--- config.mk ---
export PLATFORM = sky130hd
export DESIGN_NAME = scg_sleep_gate
export DESIGN_NICKNAME = d
export VERILOG_FILES = /design/src/logic/scg_sleep_gate.v
export VERILOG_INCLUDE_DIRS = /design/src /design/src/logic
export SDC_FILE = /design/constraint.sdc
export NUM_CORES = 1
export LEC_CHECK = 0
export BUFFER_PORTS_ARGS = -buffer_cell sky130_fd_sc_hd__buf_2
export CORE_ASPECT_RATIO = 0.9
export CORE_UTILIZATION = 55
export CTS_BUF_LIST = sky130_fd_sc_hd__clkbuf_4 sky130_fd_sc_hd__clkbuf_8
export CTS_CLUSTER_SIZE = 8
export DETAILED_ROUTE_END_ITERATION = 16
export GPL_TIMING_DRIVEN = 1
export PLACE_DENSITY = 0.85
export SYNTH_ARGS = -nofsm -noshare
export SYNTH_HDL_FRONTEND = slang
export SYNTH_SLANG_ARGS = --single-unit
--- constraint.sdc ---
create_clock -name sys_clk -period 3.16 [get_ports sys_clk]
set_input_delay 0.158 -clock sys_clk [delete_from_list [all_inputs] [get_ports sys_clk]]
set_output_delay 0.158 -clock sys_clk [all_outputs]
set_load 0.02 [all_outputs]
--- src/logic/scgate_map.vh ---
// Purpose: Register map and field constants of the sleep clock gate block
// Assumes: Byte addresses on a 32-bit Wishbone bus, word aligned
// Notes: Shared by the gate controller, its checker and its bench
`ifndef SCGATE_MAP_VH
`define SCGATE_MAP_VH

// Register byte offsets
`define SCG_OFF_RUN 12'h104
`define SCG_OFF_SLEEP 12'h114
`define SCG_OFF_DEEP 12'h124
`define SCG_OFF_CFG 12'h130
`define SCG_OFF_STAT 12'h140
`define SCG_OFF_MASK 12'h144
`define SCG_ADR_W 12

// Implemented enable bits, reserved bits read zero
`define SCG_IMPL_MASK 32'h0707_1013
`define SCG_GATE_RST 32'h0000_0000
`define SCG_ZERO 32'h0000_0000

// Unit enable bit positions
`define SCG_POS_ASER0 5'h00
`define SCG_POS_ASER1 5'h01
`define SCG_POS_SSER 5'h04
`define SCG_POS_TWIRE 5'h0c
`define SCG_POS_TMR0 5'h10
`define SCG_POS_TMR1 5'h11
`define SCG_POS_TMR2 5'h12
`define SCG_POS_CMP0 5'h18
`define SCG_POS_CMP1 5'h19
`define SCG_POS_CMP2 5'h1a
`define SCG_UNITS 10

// Run clock config: auto clock gating select
`define SCG_CFG_AUTO_BIT 0
`define SCG_CFG_MASK 32'h0000_0001
`define SCG_CFG_RST 32'h0000_0000

// Operating modes
`define SCG_MODE_RUN 2'h0
`define SCG_MODE_SLEEP 2'h1
`define SCG_MODE_DEEP 2'h2

`endif

--- src/logic/scg_sleep_gate.v ---
// Purpose: Run, sleep and deep-sleep clock gate enables for ten peripheral units
// Assumes: Single clock, classic Wishbone slave, peripheral strobes synchronous
// Notes: Unit enables are registered so they change one cycle after the cause
//
// Contract
// - Each implemented bit of the sleep gate register enables the clock of one unit.
// - A one in the applied enable clocks its unit, a zero leaves it unclocked.
// - An access to a unit whose clock is gated off raises a bus fault.
// - After reset every enable bit of the sleep gate register is zero.
// - The run register applies while running, sleep in Sleep and deep-sleep in Deep-Sleep.
// - The sleep and deep-sleep settings apply only while auto clock gating is selected.
// - The sleep gate register is a 32-bit word at offset 0x114.
// - Bits 18, 17 and 16 enable timers two, one and zero and are read-write.
// - Bit 12 enables the two-wire serial unit and is read-write.
// - Bit 4 enables the synchronous serial unit and is read-write.
// - Bits 1 and 0 enable asynchronous serial units one and zero and are read-write.
// - Reserved bits are read-only and read as zero.
//
// Register access over Wishbone is this design's own decision.
`timescale 1ns/1ns
`include "scgate_map.vh"

module scg_sleep_gate (
  // Clock and reset
  input wire sys_clk,
  input wire rst_n,
  // Wishbone slave
  input wire wb_cyc_i,
  input wire wb_stb_i,
  input wire wb_we_i,
  input wire [`SCG_ADR_W-1:0] wb_adr_i,
  input wire [3:0] wb_sel_i,
  input wire [31:0] wb_dat_i,
  output reg [31:0] wb_dat_o,
  output reg wb_ack_o,
  // Power mode requests from the system
  input wire sleepMode,
  input wire deepSleepMode,
  // Peripheral access strobes, one per unit
  input wire [`SCG_UNITS-1:0] periphAccess,
  // Gate outputs
  output reg [`SCG_UNITS-1:0] unitClkEn,
  output reg [1:0] activeMode,
  output reg busFault,
  output reg [`SCG_UNITS-1:0] faultUnit,
  // Interrupt
  output reg irq
);

  // Unit index to register bit position
  function [4:0] unitPos;
    input integer idx;
    begin
      case (idx)
        0: unitPos = `SCG_POS_ASER0;
        1: unitPos = `SCG_POS_ASER1;
        2: unitPos = `SCG_POS_SSER;
        3: unitPos = `SCG_POS_TWIRE;
        4: unitPos = `SCG_POS_TMR0;
        5: unitPos = `SCG_POS_TMR1;
        6: unitPos = `SCG_POS_TMR2;
        7: unitPos = `SCG_POS_CMP0;
        8: unitPos = `SCG_POS_CMP1;
        default: unitPos = `SCG_POS_CMP2;
      endcase
    end
  endfunction

  // Byte lane mask from Wishbone select
  function [31:0] laneMask;
    input [3:0] sel;
    begin
      laneMask = {{8{sel[3]}}, {8{sel[2]}}, {8{sel[1]}}, {8{sel[0]}}};
    end
  endfunction

  // Masked write merge, reserved bits forced to zero
  function [31:0] mergeWrite;
    input [31:0] old;
    input [31:0] data;
    input [3:0] sel;
    input [31:0] impl;
    begin
      mergeWrite = ((old & ~laneMask(sel)) | (data & laneMask(sel))) & impl;
    end
  endfunction

  // Register state
  reg [31:0] runGate;
  reg [31:0] sleepGate;
  reg [31:0] deepGate;
  reg [31:0] runCfg;
  reg [31:0] faultStat;
  reg [31:0] faultMask;

  // Bus decode
  wire busReq = wb_cyc_i & wb_stb_i;
  // Write lands on the edge that samples ack, as the master expects
  wire wrDone = busReq & wb_we_i & wb_ack_o;
  wire hitRun = (wb_adr_i == `SCG_OFF_RUN);
  wire hitSleep = (wb_adr_i == `SCG_OFF_SLEEP);
  wire hitDeep = (wb_adr_i == `SCG_OFF_DEEP);
  wire hitCfg = (wb_adr_i == `SCG_OFF_CFG);
  wire hitStat = (wb_adr_i == `SCG_OFF_STAT);
  wire hitMask = (wb_adr_i == `SCG_OFF_MASK);

  // Mode and applied gate selection
  wire autoGate = runCfg[`SCG_CFG_AUTO_BIT];
  reg [1:0] next_activeMode;
  reg [31:0] appliedGate;

  always @* begin
    next_activeMode = `SCG_MODE_RUN;
    appliedGate = runGate;
    // Without auto gating the run settings hold in every mode
    if (autoGate && deepSleepMode) begin
      next_activeMode = `SCG_MODE_DEEP;
    end else if (autoGate && sleepMode) begin
      next_activeMode = `SCG_MODE_SLEEP;
    end
    case (next_activeMode)
      `SCG_MODE_RUN: appliedGate = runGate;
      `SCG_MODE_SLEEP: appliedGate = sleepGate;
      `SCG_MODE_DEEP: appliedGate = deepGate;
      default: appliedGate = runGate;
    endcase
  end

  // Per-unit enable and fault detection
  wire [`SCG_UNITS-1:0] next_unitClkEn;
  wire [`SCG_UNITS-1:0] gatedHit;
  wire [31:0] faultSet;

  genvar gi;
  generate
    for (gi = 0; gi < `SCG_UNITS; gi = gi + 1) begin : gUnit
      assign next_unitClkEn[gi] = appliedGate[unitPos(gi)];
      // Compare against the enable the unit really sees this cycle
      assign gatedHit[gi] = periphAccess[gi] & ~unitClkEn[gi];
    end
  endgenerate

  // Fault flags share the gate register layout
  reg [31:0] faultSetVec;
  integer fi;
  always @* begin
    faultSetVec = `SCG_ZERO;
    for (fi = 0; fi < `SCG_UNITS; fi = fi + 1) begin
      faultSetVec[unitPos(fi)] = gatedHit[fi];
    end
  end
  assign faultSet = faultSetVec;

  // Gate registers
  always @(posedge sys_clk or negedge rst_n) begin
    if (!rst_n) begin
      runGate <= `SCG_GATE_RST;
      sleepGate <= `SCG_GATE_RST;
      deepGate <= `SCG_GATE_RST;
      runCfg <= `SCG_CFG_RST;
    end else if (wrDone) begin
      if (hitRun) begin
        runGate <= mergeWrite(runGate, wb_dat_i, wb_sel_i, `SCG_IMPL_MASK);
      end
      // Only implemented bits store; reserved bits stay zero
      if (hitSleep) begin
        sleepGate <= mergeWrite(sleepGate, wb_dat_i, wb_sel_i, `SCG_IMPL_MASK);
      end
      if (hitDeep) begin
        deepGate <= mergeWrite(deepGate, wb_dat_i, wb_sel_i, `SCG_IMPL_MASK);
      end
      if (hitCfg) begin
        runCfg <= mergeWrite(runCfg, wb_dat_i, wb_sel_i, `SCG_CFG_MASK);
      end
    end
  end

  // Sticky fault status, write one to clear, a new fault beats the clear
  wire [31:0] statClr = (wrDone && hitStat) ? (wb_dat_i & laneMask(wb_sel_i)) : `SCG_ZERO;

  always @(posedge sys_clk or negedge rst_n) begin
    if (!rst_n) begin
      faultStat <= `SCG_ZERO;
      faultMask <= `SCG_ZERO;
    end else begin
      faultStat <= ((faultStat & ~statClr) | faultSet) & `SCG_IMPL_MASK;
      if (wrDone && hitMask) begin
        faultMask <= mergeWrite(faultMask, wb_dat_i, wb_sel_i, `SCG_IMPL_MASK);
      end
    end
  end

  // Read mux
  reg [31:0] rdData;
  always @* begin
    rdData = `SCG_ZERO;
    case (wb_adr_i)
      `SCG_OFF_RUN: rdData = runGate;
      `SCG_OFF_SLEEP: rdData = sleepGate & `SCG_IMPL_MASK;
      `SCG_OFF_DEEP: rdData = deepGate;
      `SCG_OFF_CFG: rdData = runCfg;
      `SCG_OFF_STAT: rdData = faultStat;
      `SCG_OFF_MASK: rdData = faultMask;
      default: rdData = `SCG_ZERO;
    endcase
  end

  // Bus answer: ack one cycle after the request, dropped the cycle after
  always @(posedge sys_clk or negedge rst_n) begin
    if (!rst_n) begin
      wb_ack_o <= 1'b0;
      wb_dat_o <= `SCG_ZERO;
    end else begin
      wb_ack_o <= busReq & ~wb_ack_o;
      if (busReq && !wb_ack_o && !wb_we_i) begin
        wb_dat_o <= rdData;
      end else begin
        wb_dat_o <= `SCG_ZERO;
      end
    end
  end

  // Registered outputs
  always @(posedge sys_clk or negedge rst_n) begin
    if (!rst_n) begin
      unitClkEn <= {`SCG_UNITS{1'b0}};
      activeMode <= `SCG_MODE_RUN;
      busFault <= 1'b0;
      faultUnit <= {`SCG_UNITS{1'b0}};
      irq <= 1'b0;
    end else begin
      unitClkEn <= next_unitClkEn;
      activeMode <= next_activeMode;
      busFault <= |gatedHit;
      faultUnit <= gatedHit;
      // Level interrupt tracks the next status, so it rises with the status bit
      irq <= |(((faultStat & ~statClr) | faultSet) & faultMask);
    end
  end

endmodule

# [Word-level counts from Yosys, hierarchy flattened]
# Cells that the tools add are included.
[totals] ff_bits=108 inputBits=65 output_inout_bits=57 wordCells=82
[op_classes] n_eq_ne=8 mux=6 bitwise=41 n_reduce_logical=14
[ops] cell="case mux 27 bit (6 select lines)" n=1
[ops] cell="AND 27 bit" n=4
[ops] cell="OR 27 bit" n=4
[ops] cell="== test 12 x 9 -> 1 bit (second input constant)" n=6
[ops] cell="2-to-1 mux 32 bit" n=2
[ops] cell="case mux 27 bit (2 select lines)" n=1
[ops] cell="AND 27 x 32 -> 32 bit" n=1
[ops] cell="AND 32 x 27 -> 32 bit" n=1
[ops] cell="AND 32 bit" n=1
[ops] cell="inverter 32 bit" n=1
[ops] cell="OR 32 x 27 -> 32 bit" n=1
[ops] cell="OR reduction 32 bit" n=1
[ops] cell="inverter 27 bit" n=1
[ops] cell="AND 1 bit" n=15
[ops] cell="inverter 1 bit" n=11
[ops] cell="OR reduction 10 bit" n=1
[ops] cell="AND reduction 2 bit" n=4
[ops] cell="logical AND 1 bit" n=6
[ops] cell="== test 2 x 1 -> 1 bit (second input constant)" n=1
[ops] cell="== test 2 bit (second input constant)" n=1
[ops] cell="zero test 1 bit" n=2
[ops] cell="2-to-1 mux 2 bit" n=1
[ops] cell="2-to-1 mux 1 bit" n=1
[ops] cell="OR 1 bit" n=1

# [Longest topological paths before layout]
[logic_depth] ltp_word=10 mapped_depth=8 ltp_nobuf=6

# [Least setup slack after synthesis]
# Ideal clock, no wire load.
[synth_timing] path_type="register to register" start="reg wb_ack_o" end="reg irq" setup_ns=0.143 arrival_ns=1.914 required_time_ns=3.017 path_slack_ns=1.102 path_stages_with_launch=9 cell_sequence="dfrtp_1 > and4_1 > clkbuf_1 > and2_0 > clkbuf_1 > and4b_1 > o22ai_1 > a2111oi_0 > nand3_1"
[synth_between] elab_chain_len=8
[synth_lines] item="start, declared" line="scg_sleep_gate.v:35" source="output reg wb_ack_o,"
[synth_lines] item="start signal, assigned" line="scg_sleep_gate.v:214" source="wb_ack_o <= busReq & ~wb_ack_o;"
[synth_lines] item="AND 1 bit" line="scg_sleep_gate.v:99" source="wire wrDone = busReq & wb_we_i & wb_ack_o;"
[synth_lines] item="logical AND 1 bit" line="scg_sleep_gate.v:179" source="wire [31:0] statClr = (wrDone && hitStat) ? (wb_dat_i & laneMask(wb_sel_i)) : `SCG_ZERO;"
[synth_lines] item="2-to-1 mux 32 bit (no line)"
[synth_lines] item="inverter 32 bit"
[synth_lines] item="AND 27 x 32 -> 32 bit"
[synth_lines] item="OR 32 x 27 -> 32 bit"
[synth_lines] item="AND 32 x 27 -> 32 bit" line="scg_sleep_gate.v:237" source="irq <= |(((faultStat & ~statClr) | faultSet) & faultMask);"
[synth_lines] item="OR reduction 32 bit" line="scg_sleep_gate.v:237"
[synth_lines] item="end signal, assigned" line="scg_sleep_gate.v:237"
[synth_lines] item="end, declared" line="scg_sleep_gate.v:47" source="output reg irq"
# Every way passes these cells.
# A chain may end at the register's enable or synchronous reset.

# [Worst setup path after layout]
# Same ends and word-level chain as after synthesis.

==> results.md <==
- Vias per cell: 5.76
- Register area share after synthesis: 53.4%
- HPWL Detailed: 6410 um
- Total grt overflow: 0
- Failing checks: negative hold slack
- Clk slew on worst S/H paths: ~0.080 ns
- First-pass GRT wire length: 15,300 um
- Ys Warns: 0
- Post-synthesis area per instance: 11.7 um^2
- Initial antenna violation count: 0
- Final hold vios: 14
- Nets: 493
- Max-cap viol count: 0
- Setup_tns: 0 ns
- Endpoint type of the worst setup path: flop
- Switching power: approximately 0.46 mW
- Crit Path Max Fanout: 9
- Crit path cell chain: and4_1 > and2_0 > buf_4 > and4b_1 > o22ai_1 > a2111oi_0 > nand3_1
- Critical Path Start Type: flop
- Share of cells above drive strength 1: 34.6%
- H-tree lvl count: 3
- Largest net degree at the start of global routing: 87
- Area leader, netlist: dfrtp_1
- GP Congestion: 0.823
- Multiplexer share of the synthesized area: 13.9%
- Synth Area in Adders: 0%
- Period minus WS final: 2.06 ns
- #FFs+latches synth: 86
- Worst Hold Class: input port to asynchronous set/reset pin
- Clock Power Share: 38.2%
- Final WL: 9370 um
- Register Area: approximately 2200 um^2
- Area of the multi-input gates: roughly 1700 um^2
- Die area: 7680 um^2
- Area growth from synthesis to layout: 15.3%
- Reg power frac: 54.9%
- Slowest-stage cell, CP: and4_1
- Die height: 83.2 um
- Synth cell types: 44
- Largest family of logic cells by synthesized area: multiplexers
- Worst slew pin tran: ~1.1 ns
- Arrival @ worst endpoint: 2.28 ns
- Hold-fix buffers, CTS: 0
- Pleak: 2.24 nW
- Fmax: 487 MHz
- Peak supply drop: 0.236 mV
- TritonRoute pass-1 iters: 5
- Max stage delay on crit path: just under 0.4 ns
- RSZ-0062 raised after global routing: no
- Simple-Gate Fraction of Synth Area: around 14%
- Status: finished, violations left
- Design area: 4650 um^2
- Relative slew margins: 26.7%
- Latest clock arrival within the worst-skew pair: 0.36 ns
- Fillers: between 500 and 600
- # DRC: 0
- Row count: 29
- Synth top area share: 53.4%
- ANT nets after route: 0
- Placed instance area: about 4500 um^2
- CTS buffer count: 9
- Comb pwr share: 6.9%
- IO Pins: 122
- Initial core utilization: 57.0%
- Floorplan core area: just over 7000 um^2
- Pins Over Slew Limit: 0
- Finished Core Util: 65.7%
- Synth Cell Area: 4030 um^2
- Port buffer count: slightly below 80
- Vias in the first global route: approximately 3,000
- Die W: 92.3 um
- CP required: 3.38 ns
- Net Sw Frac: 22.7%
- Clock buffer depth: 2
- PwrDens: 434 nW/um^2
- CTS resizes: 0
- Routed vias: 3,019
- Cells taking the most area after synthesis: dfrtp_1 (53%), mux2_2 (11%), a22o_1 (4.3%)
- # diodes: 0
- Post-Synth XOR/XNOR Area: 0%
- Initial drt markers: roughly 220
- Overall Power: between 2 and 2.5 mW
- Internal: 1.56 mW
- CTS Sinks: 86
- Cells after synthesis: roughly 350
- Post-CTS setup buffers: 0
- DR WL/cell: roughly 18 um
- CTS tree: built
- Crit Path Class: flop to flop
- Post-synthesis compound-gate area fraction: a little over an eighth
- Hold WS: -0.0414 ns
- Clock Skew: approximately 0.0084 ns
- Period utilization: 65.0%
- CTS root buf: clkbuf_8
- Setup violators final: 0
- GRT Overall Usage: between 20% and 30%
## layer usage
layer | GRT usage [%] | wire, um
met1 | 34.5 | 3700
met2 | 43.3 | 4650
met3 | 6.59 | 859
met4 | 9.80 | 165
met5 | 0 | 0
## cell families (layout without fill, tap and decap cells)
family / Yosys count / after routing
compound gates: 78 / 78
simple gates: 94 / 94
buf+inv: 36 / 100
flops: 86 / 86
other cells: 1 / 22
mux: 51 / 51
## synth_stat cells, drive strengths merged
library cell / instances
o21ai: 10
nor2b: 13
a22o: 20
nor3: 5
a21o: 9
or4b: 2
a21boi: 1
nand2: 19
mux2i: 10
nor4: 4
o31ai: 1
mux2: 41
o22ai: 1
dfrtp: 86
clkbuf: 9
a2111oi: 1
nand3b: 1
and4b: 3
a21oi: 20
nand2b: 1
a31o: 1
conb: 1
nand4b: 1
nor2: 21
and2: 7
a221oi: 1
or4: 1
nand3: 10
a41oi: 1
buf: 25
a22oi: 10
or3b: 1
a31oi: 2
and4: 2
inv: 2
nor3b: 3
## area by class of cell
class                           count  area share [%]
Sequential cell                    86            46.3
Multi-Input combinational cell    245            37.4
Clock inverter                      1           0.646
Inverter                            2           0.161
Timing Repair Buffer               84            9.47
Tap cell                           93            2.50
Clock buffer                       13            3.58
## worst max-delay path, delay by kind of cell, from the launching register on
family / cells / cell delay, ns
flip-flops: 1 / 0.38
buffers and inverters: 1 / 0.17
AND/OR/NAND/NOR: 4 / 0.88
AO/OA/AOI/OAI: 2 / 0.49
## per-stage QoR
step,setup slack (ns),std cells
4_1_cts,1.11,524
6_report,1.10,524
3_3_place_gp,0.793,510
5_1_grt,0.801,524
3_5_place_dp,0.807,510
2_1_floorplan,1.10,367
## power groups by stage
stage	Clock [mW]	Sequential (mW)	Combinational (mW)
finish	0.770	1.11	0.140
floorplan	0	1.14	0.0736
CTS	0.781	1.11	0.141
global route	0.824	1.11	0.154
detailed placement	0	1.13	0.140
global placement	0	1.13	0.137
## path summary, 6_finish.rpt
path	slack, ns	cells after the start	end	start
max	1.10	7	irq$_DFF_PN0_	wb_ack_o$_DFF_PN0_
min	-0.04	1	asynchronous set/reset pin	rst_n
max reg2reg	1.10	7	irq$_DFF_PN0_	wb_ack_o$_DFF_PN0_
min reg2reg	0.46	1	wb_ack_o$_DFF_PN0_	wb_ack_o$_DFF_PN0_
max in group asynchronous	2.48	1	wb_dat_o[12]$_DFF_PN0_	rst_n
min in group sys_clk	0.04	3	wb_ack_o$_DFF_PN0_	wb_stb_i
## placed cells by master, fill, tap and decap left out, drive strengths merged, types with 13 or more instances in the layout
| master | count |
|---|---|
| dfrtp | 86 |
| nand2 | 19 |
| nor2 | 21 |
| nor2b | 13 |
| a21oi | 20 |
| conb | 22 |
| a22o | 20 |
| buf | 84 |
| clkbuf | 13 |
| mux2 | 41 |
(Power assumes the default switching activity.)
